<file path="src/rtl/deadband_defs.vh">
// Purpose: Shared constants of the dead-band and chopper stage
// Assumes: 32-bit register bus, one aligned word per register
// Notes:   Offsets are byte addresses on the register bus
`ifndef DEADBAND_DEFS_VH
`define DEADBAND_DEFS_VH

// ----------------------------------------------------------------
// Register offsets
// ----------------------------------------------------------------
`define OFS_DEADBAND_CONTROL 4'h0
`define OFS_RISING_DELAY     4'h4
`define OFS_FALLING_DELAY    4'h8
`define OFS_CHOPPER_CONTROL  4'hC

// ----------------------------------------------------------------
// Field positions and writable masks
// ----------------------------------------------------------------
`define DBC_OUT_MODE_LSB     0
`define DBC_POL_SEL_LSB      2
`define DBC_IN_SEL_LSB       4
`define DBC_MASK             16'h003F
`define DELAY_MASK           16'h03FF
`define PCC_ENABLE_BIT       0
`define PCC_WIDTH_LSB        1
`define PCC_FREQ_LSB         5
`define PCC_DUTY_LSB         8
`define PCC_MASK             16'h07FF

// ----------------------------------------------------------------
// Reset values, timing and bus response codes
// ----------------------------------------------------------------
`define REG_RESET            16'h0000
`define CARRIER_STEPS        8
`define RESP_OKAY            2'h0
`define RESP_SLVERR          2'h2

`endif

</file>
<file path="src/rtl/edge_delay.v">
// Purpose: Delays one chosen edge of a signal by a programmed count
// Assumes: tb_en is a one-cycle pulse per time-base period
// Notes:   The other edge passes with one clock of latency only
`default_nettype none

module edge_delay #(
    parameter RISING = 1,
    parameter WIDTH  = 10
) (
    input  wire             clk,
    input  wire             rst_n,
    input  wire             tb_en,
    input  wire [WIDTH-1:0] count,
    input  wire             src,
    output wire             dly
);

    reg  [WIDTH-1:0] cnt;
    reg              held;
    wire             lvl;

    // Work on the edge of interest as if it were a rising edge
    assign lvl = (RISING != 0) ? src : ~src;
    assign dly = (RISING != 0) ? held : ~held;

    // Count time-base periods while the delayed level stands
    always @(posedge clk) begin
        if (!rst_n) begin
            cnt  <= {WIDTH{1'b0}};
            held <= 1'b0;
        end else if (!lvl) begin
            cnt  <= {WIDTH{1'b0}};
            held <= 1'b0;
        end else if (cnt >= count) begin
            held <= 1'b1;
        end else if (tb_en) begin
            cnt  <= cnt + {{(WIDTH-1){1'b0}}, 1'b1};
        end
    end

endmodule

`default_nettype wire

</file>
<file path="src/rtl/deadband_and_chopper_stage.v">
// Purpose: Dead-band insertion, polarity and carrier chopping of a
//          PWM channel pair, set up over an AXI4-Lite slave
// Assumes: chan_a_in, chan_b_in and tb_en come from logic on clk
// Notes:   Raw-path outputs lag the inputs by one clock through the stage
//
// Functional notes
// - Polarity 00 inverts neither output; reset default.
// - Polarity 01 inverts A, 10 inverts B, 11 inverts both.
// - Output mode upper bit selects A path, lower bit selects B path.
// - Output mode 00 forwards both raw channels to the chopper.
// - In output mode 00 polarity and input select have no effect.
// - Mode 01: A raw, B takes the falling-edge delayed signal.
// - Mode 10: A takes rising-edge delayed signal, B raw.
// - Mode 11: A rising-delayed, B falling-delayed.
// - Input select picks A or B as source for each delay.
// - Rising delay is a 10-bit count, resets zero, upper bits zero.
// - Falling delay is a 10-bit count, resets zero, upper bits zero.
// - Duty code n gives carrier high (n+1)/8; code 111 reserved.
// - Carrier is clock/8 further divided by frequency code plus one.
// - One-shot width is (code+1) times eight clock periods.
// - Chopper enable cleared passes dead-band outputs unchanged.
`include "deadband_defs.vh"
`default_nettype none

module deadband_and_chopper_stage #(
    parameter DELAY_WIDTH = 10
) (
    input  wire        clk,
    input  wire        rst_n,
    input  wire [3:0]  s_axi_awaddr,
    input  wire        s_axi_awvalid,
    output reg         s_axi_awready,
    input  wire [31:0] s_axi_wdata,
    input  wire [3:0]  s_axi_wstrb,
    input  wire        s_axi_wvalid,
    output reg         s_axi_wready,
    output reg  [1:0]  s_axi_bresp,
    output reg         s_axi_bvalid,
    input  wire        s_axi_bready,
    input  wire [3:0]  s_axi_araddr,
    input  wire        s_axi_arvalid,
    output reg         s_axi_arready,
    output reg  [31:0] s_axi_rdata,
    output reg  [1:0]  s_axi_rresp,
    output reg         s_axi_rvalid,
    input  wire        s_axi_rready,
    input  wire        tb_en,
    input  wire        chan_a_in,
    input  wire        chan_b_in,
    output reg         chop_a,
    output reg         chop_b
);

    // ------------------------------------------------------------
    // Register file
    // ------------------------------------------------------------
    reg  [15:0] deadband_control;
    reg  [15:0] rising_delay_count;
    reg  [15:0] falling_delay_count;
    reg  [15:0] chopper_control;

    reg  [3:0]  wr_addr;
    reg  [31:0] wr_data;
    reg  [3:0]  wr_strb;
    reg         aw_full;
    reg         w_full;
    wire        aw_take;
    wire        w_take;
    wire        wr_go;
    wire        ar_take;
    reg         next_aw_full;
    reg         next_w_full;
    reg         next_bvalid;
    reg         next_rvalid;
    wire [15:0] wr_merge_src;
    reg  [15:0] wr_old;
    wire [15:0] wr_new;
    reg         wr_hit;
    reg  [15:0] rd_val;
    reg         rd_hit;

    assign aw_take = s_axi_awvalid & s_axi_awready;
    assign w_take  = s_axi_wvalid & s_axi_wready;
    assign wr_go   = aw_full & w_full & ~s_axi_bvalid;
    assign ar_take = s_axi_arvalid & s_axi_arready;

    // Handshake bookkeeping; one write and one read in flight at most
    always @* begin
        next_aw_full = (aw_full | aw_take) & ~wr_go;
        next_w_full  = (w_full | w_take) & ~wr_go;
        next_bvalid  = wr_go | (s_axi_bvalid & ~s_axi_bready);
        next_rvalid  = ar_take | (s_axi_rvalid & ~s_axi_rready);
    end

    // Old value of the addressed register, for byte-lane merging
    always @* begin
        wr_hit = 1'b1;
        case (wr_addr)
            `OFS_DEADBAND_CONTROL: wr_old = deadband_control;
            `OFS_RISING_DELAY:     wr_old = rising_delay_count;
            `OFS_FALLING_DELAY:    wr_old = falling_delay_count;
            `OFS_CHOPPER_CONTROL:  wr_old = chopper_control;
            default: begin
                wr_old = `REG_RESET;
                wr_hit = 1'b0;
            end
        endcase
    end

    // Only the two low byte lanes hold register bits
    assign wr_merge_src = wr_data[15:0];
    assign wr_new = {wr_strb[1] ? wr_merge_src[15:8] : wr_old[15:8],
                     wr_strb[0] ? wr_merge_src[7:0]  : wr_old[7:0]};

    // Write channel: address and data in either order, then response
    always @(posedge clk) begin
        if (!rst_n) begin
            aw_full       <= 1'b0;
            w_full        <= 1'b0;
            wr_addr       <= 4'h0;
            wr_data       <= 32'h00000000;
            wr_strb       <= 4'h0;
            s_axi_awready <= 1'b0;
            s_axi_wready  <= 1'b0;
            s_axi_bvalid  <= 1'b0;
            s_axi_bresp   <= `RESP_OKAY;
        end else begin
            if (aw_take)
                wr_addr <= s_axi_awaddr;
            if (w_take) begin
                wr_data <= s_axi_wdata;
                wr_strb <= s_axi_wstrb;
            end
            if (wr_go)
                s_axi_bresp <= wr_hit ? `RESP_OKAY : `RESP_SLVERR;
            aw_full       <= next_aw_full;
            w_full        <= next_w_full;
            s_axi_bvalid  <= next_bvalid;
            s_axi_awready <= ~next_aw_full & ~next_bvalid;
            s_axi_wready  <= ~next_w_full & ~next_bvalid;
        end
    end

    // Register update; reserved bits are masked off on every write
    // masked writes, zero reset
    always @(posedge clk) begin
        if (!rst_n) begin
            deadband_control    <= `REG_RESET;
            rising_delay_count  <= `REG_RESET;
            falling_delay_count <= `REG_RESET;
            chopper_control     <= `REG_RESET;
        end else if (wr_go) begin
            case (wr_addr)
                `OFS_DEADBAND_CONTROL:
                    deadband_control <= wr_new & `DBC_MASK;
                `OFS_RISING_DELAY:
                    rising_delay_count <= wr_new & `DELAY_MASK;
                `OFS_FALLING_DELAY:
                    falling_delay_count <= wr_new & `DELAY_MASK;
                `OFS_CHOPPER_CONTROL:
                    chopper_control <= wr_new & `PCC_MASK;
                default: begin
                end
            endcase
        end
    end

    // Read decode; unmapped addresses read zero with an error
    always @* begin
        rd_hit = 1'b1;
        case (s_axi_araddr)
            `OFS_DEADBAND_CONTROL: rd_val = deadband_control;
            `OFS_RISING_DELAY:     rd_val = rising_delay_count;
            `OFS_FALLING_DELAY:    rd_val = falling_delay_count;
            `OFS_CHOPPER_CONTROL:  rd_val = chopper_control;
            default: begin
                rd_val = `REG_RESET;
                rd_hit = 1'b0;
            end
        endcase
    end

    // Read channel: data answers one clock after the address is taken
    always @(posedge clk) begin
        if (!rst_n) begin
            s_axi_arready <= 1'b0;
            s_axi_rvalid  <= 1'b0;
            s_axi_rdata   <= 32'h00000000;
            s_axi_rresp   <= `RESP_OKAY;
        end else begin
            if (ar_take) begin
                s_axi_rdata <= {16'h0000, rd_val};
                s_axi_rresp <= rd_hit ? `RESP_OKAY : `RESP_SLVERR;
            end
            s_axi_rvalid  <= next_rvalid;
            s_axi_arready <= ~next_rvalid;
        end
    end

    // ------------------------------------------------------------
    // Dead-band generator
    // ------------------------------------------------------------
    wire [1:0] out_mode;
    wire [1:0] polarity_select;
    wire [1:0] in_select;
    wire       rise_src;
    wire       fall_src;
    wire       rise_dly;
    wire       fall_dly;
    wire       path_a;
    wire       path_b;
    wire       db_a;
    wire       db_b;

    assign out_mode        = deadband_control[`DBC_OUT_MODE_LSB +: 2];
    assign polarity_select = deadband_control[`DBC_POL_SEL_LSB +: 2];
    assign in_select       = deadband_control[`DBC_IN_SEL_LSB +: 2];

    assign rise_src = in_select[0] ? chan_b_in : chan_a_in;
    assign fall_src = in_select[1] ? chan_b_in : chan_a_in;

    edge_delay #(
        .RISING (1),
        .WIDTH  (DELAY_WIDTH)
    ) rise_delay (
        .clk   (clk),
        .rst_n (rst_n),
        .tb_en (tb_en),
        .count (rising_delay_count[DELAY_WIDTH-1:0]),
        .src   (rise_src),
        .dly   (rise_dly)
    );

    edge_delay #(
        .RISING (0),
        .WIDTH  (DELAY_WIDTH)
    ) fall_delay (
        .clk   (clk),
        .rst_n (rst_n),
        .tb_en (tb_en),
        .count (falling_delay_count[DELAY_WIDTH-1:0]),
        .src   (fall_src),
        .dly   (fall_dly)
    );

    // polarity codes follow from the two bits
    assign path_a = rise_dly ^ polarity_select[0];
    assign path_b = fall_dly ^ polarity_select[1];

    // Raw inputs are not registered, so the delayed paths gain a
    // clock against the bypass; a delayed edge lands count+1 clocks late.
    // output switches
    assign db_a = out_mode[1] ? path_a : chan_a_in;
    assign db_b = out_mode[0] ? path_b : chan_b_in;

    // ------------------------------------------------------------
    // Chopper carrier
    // ------------------------------------------------------------
    wire       chopper_enable;
    wire [3:0] one_shot_width;
    wire [2:0] chopper_frequency;
    wire [2:0] chopper_duty;
    reg  [2:0] prescale;
    reg  [2:0] phase;
    wire       step_en;
    wire       carrier;

    assign chopper_enable    = chopper_control[`PCC_ENABLE_BIT];
    assign one_shot_width    = chopper_control[`PCC_WIDTH_LSB +: 4];
    assign chopper_frequency = chopper_control[`PCC_FREQ_LSB +: 3];
    assign chopper_duty      = chopper_control[`PCC_DUTY_LSB +: 3];

    // prescaler gives one step every (code+1) clocks
    assign step_en = (prescale >= chopper_frequency);

    // Eight phase steps make one carrier period
    always @(posedge clk) begin
        if (!rst_n) begin
            prescale <= 3'h0;
            phase    <= 3'h0;
        end else if (step_en) begin
            prescale <= 3'h0;
            phase    <= phase + 3'h1;
        end else begin
            prescale <= prescale + 3'h1;
        end
    end

    // high for (duty+1) of eight steps; 111 stays high
    assign carrier = (phase <= chopper_duty);

    // ------------------------------------------------------------
    // One-shot and chopped outputs, one lane per channel
    // ------------------------------------------------------------
    wire [1:0] lane_in;
    wire [1:0] lane_out;
    reg  [1:0] lane_prev;
    reg  [1:0] shot_on;
    reg  [6:0] shot_cnt [0:1];

    assign lane_in = {db_b, db_a};

    genvar g;
    generate
        for (g = 0; g < 2; g = g + 1) begin : lane
            wire rise;

            assign rise = lane_in[g] & ~lane_prev[g];

            // rise cycle plus 8*code+7 further clocks
            always @(posedge clk) begin
                if (!rst_n) begin
                    lane_prev[g] <= 1'b0;
                    shot_on[g]   <= 1'b0;
                    shot_cnt[g]  <= 7'h00;
                end else begin
                    lane_prev[g] <= lane_in[g];
                    if (rise) begin
                        shot_on[g]  <= 1'b1;
                        shot_cnt[g] <= {one_shot_width, 3'h6};
                    end else if (!lane_in[g] || shot_cnt[g] == 7'h00) begin
                        shot_on[g]  <= 1'b0;
                    end else begin
                        shot_cnt[g] <= shot_cnt[g] - 7'h01;
                    end
                end
            end

            assign lane_out[g] = lane_in[g] &
                                 (rise | shot_on[g] | carrier);
        end
    endgenerate

    // Registered outputs
    // enable bit selects chopped or plain signals
    always @(posedge clk) begin
        if (!rst_n) begin
            chop_a <= 1'b0;
            chop_b <= 1'b0;
        end else if (chopper_enable) begin
            chop_a <= lane_out[0];
            chop_b <= lane_out[1];
        end else begin
            chop_a <= db_a;
            chop_b <= db_b;
        end
    end

endmodule

`default_nettype wire

</file>
<file path="config.mk">
export PLATFORM = sky130hd
export DESIGN_NAME = deadband_and_chopper_stage
export DESIGN_NICKNAME = d
export VERILOG_FILES = /design/src/rtl/edge_delay.v /design/src/rtl/deadband_and_chopper_stage.v
export VERILOG_INCLUDE_DIRS = /design/src /design/src/rtl
export SDC_FILE = /design/constraint.sdc
export NUM_CORES = 1
export LEC_CHECK = 0
export BUFFER_PORTS_ARGS = -buffer_cell sky130_fd_sc_hd__buf_2
export CAP_MARGIN = 20
export CORE_MARGIN = 8
export CORE_UTILIZATION = 60
export DETAILED_ROUTE_END_ITERATION = 10
export GPL_ROUTABILITY_DRIVEN = 0
export PLACE_DENSITY = 0.86
export SYNTH_ARGS = -nofsm -noshare
export SYNTH_HDL_FRONTEND = slang
export SYNTH_SLANG_ARGS = --single-unit
export TNS_END_PERCENT = 30
</file>
<file path="constraint.sdc">
create_clock -name clk -period 6.9 [get_ports clk]
set_clock_uncertainty 0.2 [all_clocks]
set_input_delay 0.69 -clock clk [delete_from_list [all_inputs] [get_ports clk]]
set_output_delay 0.69 -clock clk [all_outputs]
set_load 0.01 [all_outputs]
</file>
======== After elaboration in Yosys (flattened, before gate mapping) ========
Memories as Yosys holds them, arrays and structs flattened.
Index checks and enable logic that the tools add are counted.
word-level totals
  flip-flop bits (word level) ............. 115
  RAM bits ................................ 14
  input port bits ......................... 54
  memories ................................ 1
cells by class
  $add $sub $neg .......................... 6
  $lt $le $gt $ge ......................... 4
  eq/ne operators ......................... 7
  multiplexer cells ....................... 37
  bitwise operators ....................... 43
  reductions and logical operators ........ 22
memories
  memory    words  width  rd ports  clocked after memory_dff  wr ports  RTL line                          source
  shot_cnt  2      7      2         0                         2         deadband_and_chopper_stage.v:299  reg [6:0] shot_cnt [0:1];
operators with widths
  cell                   number
  $pmux 11 s4            1
  $pmux 11 s3            1
  $mux 7                 4
  $mux 1                 27
  $add 10x1->10 const B  2
  $ge 10x10->1           2
  $eq 4x4->1 const B     4
  $and 1x1->1            15
  $logic_not 7->1        2
  $not 1->1              14
  $reduce_and 2->1       7
  $sub 7x1->7 const B    2
  $or 1x1->1             12
  $eq 4x3->1 const B     2
  $logic_not 4->1        2
  $mux 8                 1
  $reduce_or 4->1        2
  $add 3x1->3 const B    2
  $mux 2                 2
  $reduce_bool 2->1      2
  $reduce_or 2->1        2
  $ge 3x3->1             1
  $le 3x3->1             1
  $mux 3                 1
  other kinds (5)        8

======== Depth between registers and ports, before layout ========
  word-level depth ........................ 10
  mapped depth ............................ 9
  depth with buffers taken out ............ 7

======== Modules after synthesis ========
From an unflattened synthesis, not the netlist that was laid out.
unflattened totals
  cells, all modules ...................... 738
  area, all modules ....................... 6538.8 sq um
modules (own cells, without submodules)
  module                      instances  cells an instance  area each (sq um)
  deadband_and_chopper_stage  1          541                4874.7
  edge_delay at fall_delay    1          99                 865.8
  edge_delay at rise_delay    1          98                 798.3

======== Least setup slack after synthesis ========
No wires, ideal clock.
  kind .................................... input-to-reg
  start ................................... input rst_n
  end ..................................... memory shot_cnt[0][0] (enable)
  setup time .............................. 332 ps
  arrival ................................. 1777 ps
  required time ........................... 6368 ps
  slack ................................... 4592 ps
  cell stages on the path ................. 5
  path through ............................ buf_2 -> clkinv_1 -> a211oi_2 -> o211ai_1 -> nand3b_1
RTL lines
  element      RTL line                          source
  from (decl)  deadband_and_chopper_stage.v:29   input wire rst_n,
  to (decl)    deadband_and_chopper_stage.v:299

==> flow_metrics.env <==
export IMPL_netlist_area_mm2=0.00625
export IMPL_grtUsageTotal_pct=22.7
export IMPL_die_w_um=118
export IMPL_postCtsSetupBuffers=0
export IMPL_fmax_mhz=307
export IMPL_area_growth_pct=12.4
export IMPL_hold_viol=0
export IMPL_path_clk_slew_ns=0.06
export IMPL_dieArea_mm2=0.0139
export IMPL_status="finished clean"
export IMPL_postSynthAreaPerCell_um2=8.89
export IMPL_grt_pass1_vias=5431
export IMPL_p_per_area_mw_per_mm2=246
export IMPL_clk_insertion_delay_late_ns=0.53
export IMPL_required_ns=6.89
export IMPL_power_switching_mw=0.442
export IMPL_numCtsBuffers=17
export IMPL_grt_pass1_wl_um=26200
export IMPL_place_ws_ns=3.18
export IMPL_h_tree_depth=4
export IMPL_firstDrtPassIters=5
export IMPL_hold_buffers=0
export IMPL_clkSinkCount=122
export IMPL_layout_drive_gt1_share_pct=14.4
export IMPL_clockBufferDepth=2
export IMPL_crit_fanout=45
export IMPL_fin_hold_ws_ns=0.194
export IMPL_die_h_um=118
export IMPL_n_antenna_cell=0
export IMPL_io_pins=97
export IMPL_drcViolationCount=0
export IMPL_synth_seq_area_share_pct=41.3
export IMPL_antenna_found_initial=0
export IMPL_ys_types=63
export IMPL_cts_tree="done"
export IMPL_synth_seq_cells=122
export IMPL_setup_violations_final=0
export IMPL_postPlaceCellArea_mm2=0.00642
export IMPL_combinationalPowerShare_pct=6.7
export IMPL_dpl_hpwl_um=10800
export IMPL_yosys_warnings=0
export IMPL_critical_path_class="input pin to flip-flop"
export IMPL_final_nets=828
export IMPL_start_util_pct=61.1
export IMPL_power_mw=1.73
export IMPL_final_cell_area_mm2=0.00702
export IMPL_cap_viol_max_count=0
export IMPL_rows=37
export IMPL_fillCellCount=777
export IMPL_cts_resized=0
export IMPL_r2r_slack_ns=4.14
export IMPL_peakVddDrop_mv=0.144
export IMPL_synthArstFlopShare_pct=0
export IMPL_fin_util_pct=68.7
export IMPL_routedWlPerCell_um=17.4
export IMPL_final_cells=891
export IMPL_via_count=5393
export IMPL_setup_tns_ns=0
export IMPL_rsz0062_at_grt="no"
export IMPL_cts_root_buf="clkbuf_8"
export IMPL_viasPerCell=6.05
export IMPL_grt_ovfl_total=0
export IMPL_critical_path_arrival_ns=3.25
export IMPL_period_needed_ns=3.26
export IMPL_p_seq_share_pct=43.9
export IMPL_setup_slack_ns=3.64
export IMPL_hp_class="input pin to flip-flop"
export IMPL_drv_slew=0
export IMPL_p_int_mw=1.29
export IMPL_core_mm2=0.0102
export IMPL_pwr_share_clk_pct=49.3
export IMPL_endpoint_kind="flip-flop"
export IMPL_max_slew_margin_pct=29.5
export IMPL_period_share_pct=47.2
export IMPL_cp_start_kind="input pin"
export IMPL_worst_pin_slew_ns=1.05
export IMPL_drtIter0Drc=572
export IMPL_leakagePower_nw=2.63
export IMPL_p_sw_share_pct=25.6
export IMPL_grt_max_degree=46
export IMPL_synth_edf_count=14
export IMPL_dominantRegCellSynth="dfxtp_1"
export IMPL_final_antenna_net_count=0
export IMPL_synth_cells=703
export IMPL_portBuffers=50
export IMPL_wl_um=15500
export IMPL_dp_cells=856
[kinds of logic (layout without fill, tap and decap cells)]
group | Yosys count | count (layout) | share of synthesized area, %
AO/OA/AOI/OAI | 200 | 200 | 20.0
XOR/XNOR | 12 | 12 | 1.68
adder cells (fa/ha/maj) | 32 | 32 | 6.41
buffers and inverters | 95 | 125 | 7.83
flip-flops | 122 | 122 | 41.3
multiplexers | 27 | 27 | 5.64
other | 1 | 23 | 0.0600
AND/OR/NAND/NOR | 214 | 214 | 17.0
[critical path, cell delays in order]
cell,delay [ns]
buf_2,0.41
clkinv_1,0.58
buf_4,0.46
a211oi_2,0.39
o211ai_1,0.31
nand3b_1,0.37
[cells in the final DEF (no fill, tap or decap), types with 4 or more instances in the layout]
master / netlist / routed
or4_1: 12 / 12
conb_1: 1 / 23
o21ai_0: 39 / 39
ha_1: 32 / 32
nand2b_1: 13 / 13
edfxtp_1: 14 / 14
dfxtp_1: 108 / 108
mux2_2: 6 / 6
nor2b_1: 6 / 6
a22oi_1: 14 / 14
nand3_1: 19 / 19
buf_2: 4 / 50
clkbuf_16: 0 / 17
a21o_1: 4 / 4
mux2i_1: 15 / 15
a22o_1: 4 / 4
a211oi_1: 25 / 25
o31ai_1: 12 / 12
nand4_1: 7 / 7
and3_1: 6 / 6
a21oi_1: 71 / 71
nor2_1: 54 / 54
clkinv_4: 0 / 4
mux4_2: 6 / 6
nor3_1: 10 / 9
o22ai_1: 9 / 9
inv_1: 38 / 38
or3_1: 7 / 7
nand2_1: 60 / 60
xnor2_1: 8 / 8
xor2_1: 4 / 4
[synthesized netlist by cell type, types with 6 or more instances]
master	instances	area, um2
mux4_2	6	135
or4_1	12	90.1
nor2_1	54	203
dfxtp_1	108	2160
or3_1	7	43.8
o31ai_1	12	90.1
nor2b_1	6	37.5
mux2_2	6	67.6
edfxtp_1	14	420
nor3_1	10	50.1
xnor2_1	8	70.1
a21oi_1	71	355
o22ai_1	9	56.3
nand2_1	60	225
mux2i_1	15	150
buf_4	25	188
nand3_1	19	95.1
inv_1	38	143
a22oi_1	14	105
and3_1	6	37.5
nand2b_1	13	81.3
clkbuf_1	20	75.1
nand4_1	7	43.8
o21ai_0	39	195
a211oi_1	25	188
ha_1	32	400
[per-layer routing]
| metal | GRT usage, % | share of wire (%) |
|---|---|---|
| met1 | 26.9 | 42 |
| met2 | 36.1 | 47 |
| met3 | 8.44 | 9.1 |
| met4 | 9.85 | 2.5 |
| met5 | 0 | 0 |
[state kept, by name, summed over array words and instances (netlist names), 3 cells and up]
signal,cells
falling_delay_count,10
deadband_control,6
rising_delay_count,10
chopper_control,11
rise_delay.cnt,10
wr_data,11
s_axi_rdata,11
wr_addr,4
shot_cnt,14
prescale,3
fall_delay.cnt,10
phase,3
[final timing paths]
path                                      start                    end  depth (start not counted)
worst min-delay path            s_axi_wdata[10]            wr_data[10]                          3
worst max-delay path                      rst_n         shot_cnt[0][4]                          6
worst min register to register           w_full           s_axi_wready                          1
worst max register to register       wr_addr[2]  rising_delay_count[2]                          4
[cell type report]
class	instances	area [um2]	area share, %
multi-input combinational	508	3270	46.5
sequential	122	2580	36.8
clock buffer	18	439	6.25
timing repair buffer	54	284	4.04
tap	136	170	2.42
inverter	39	146	2.08
clock inverter	14	135	1.92
[power by group through the flow]
| stage | registers, mW | clock network, mW | logic, mW |
|---|---|---|---|
| 6_report | 0.760 | 0.853 | 0.117 |
| 5_1_grt | 0.762 | 0.894 | 0.131 |
| 4_1_cts | 0.759 | 0.857 | 0.115 |
| 3_5_place_dp | 0.774 | 0 | 0.113 |
| 3_3_place_gp | 0.773 | 0 | 0.109 |
| 2_1_floorplan | 0.768 | 0 | 0.0960 |
Note: power is estimated with default switching activity, not from simulation.
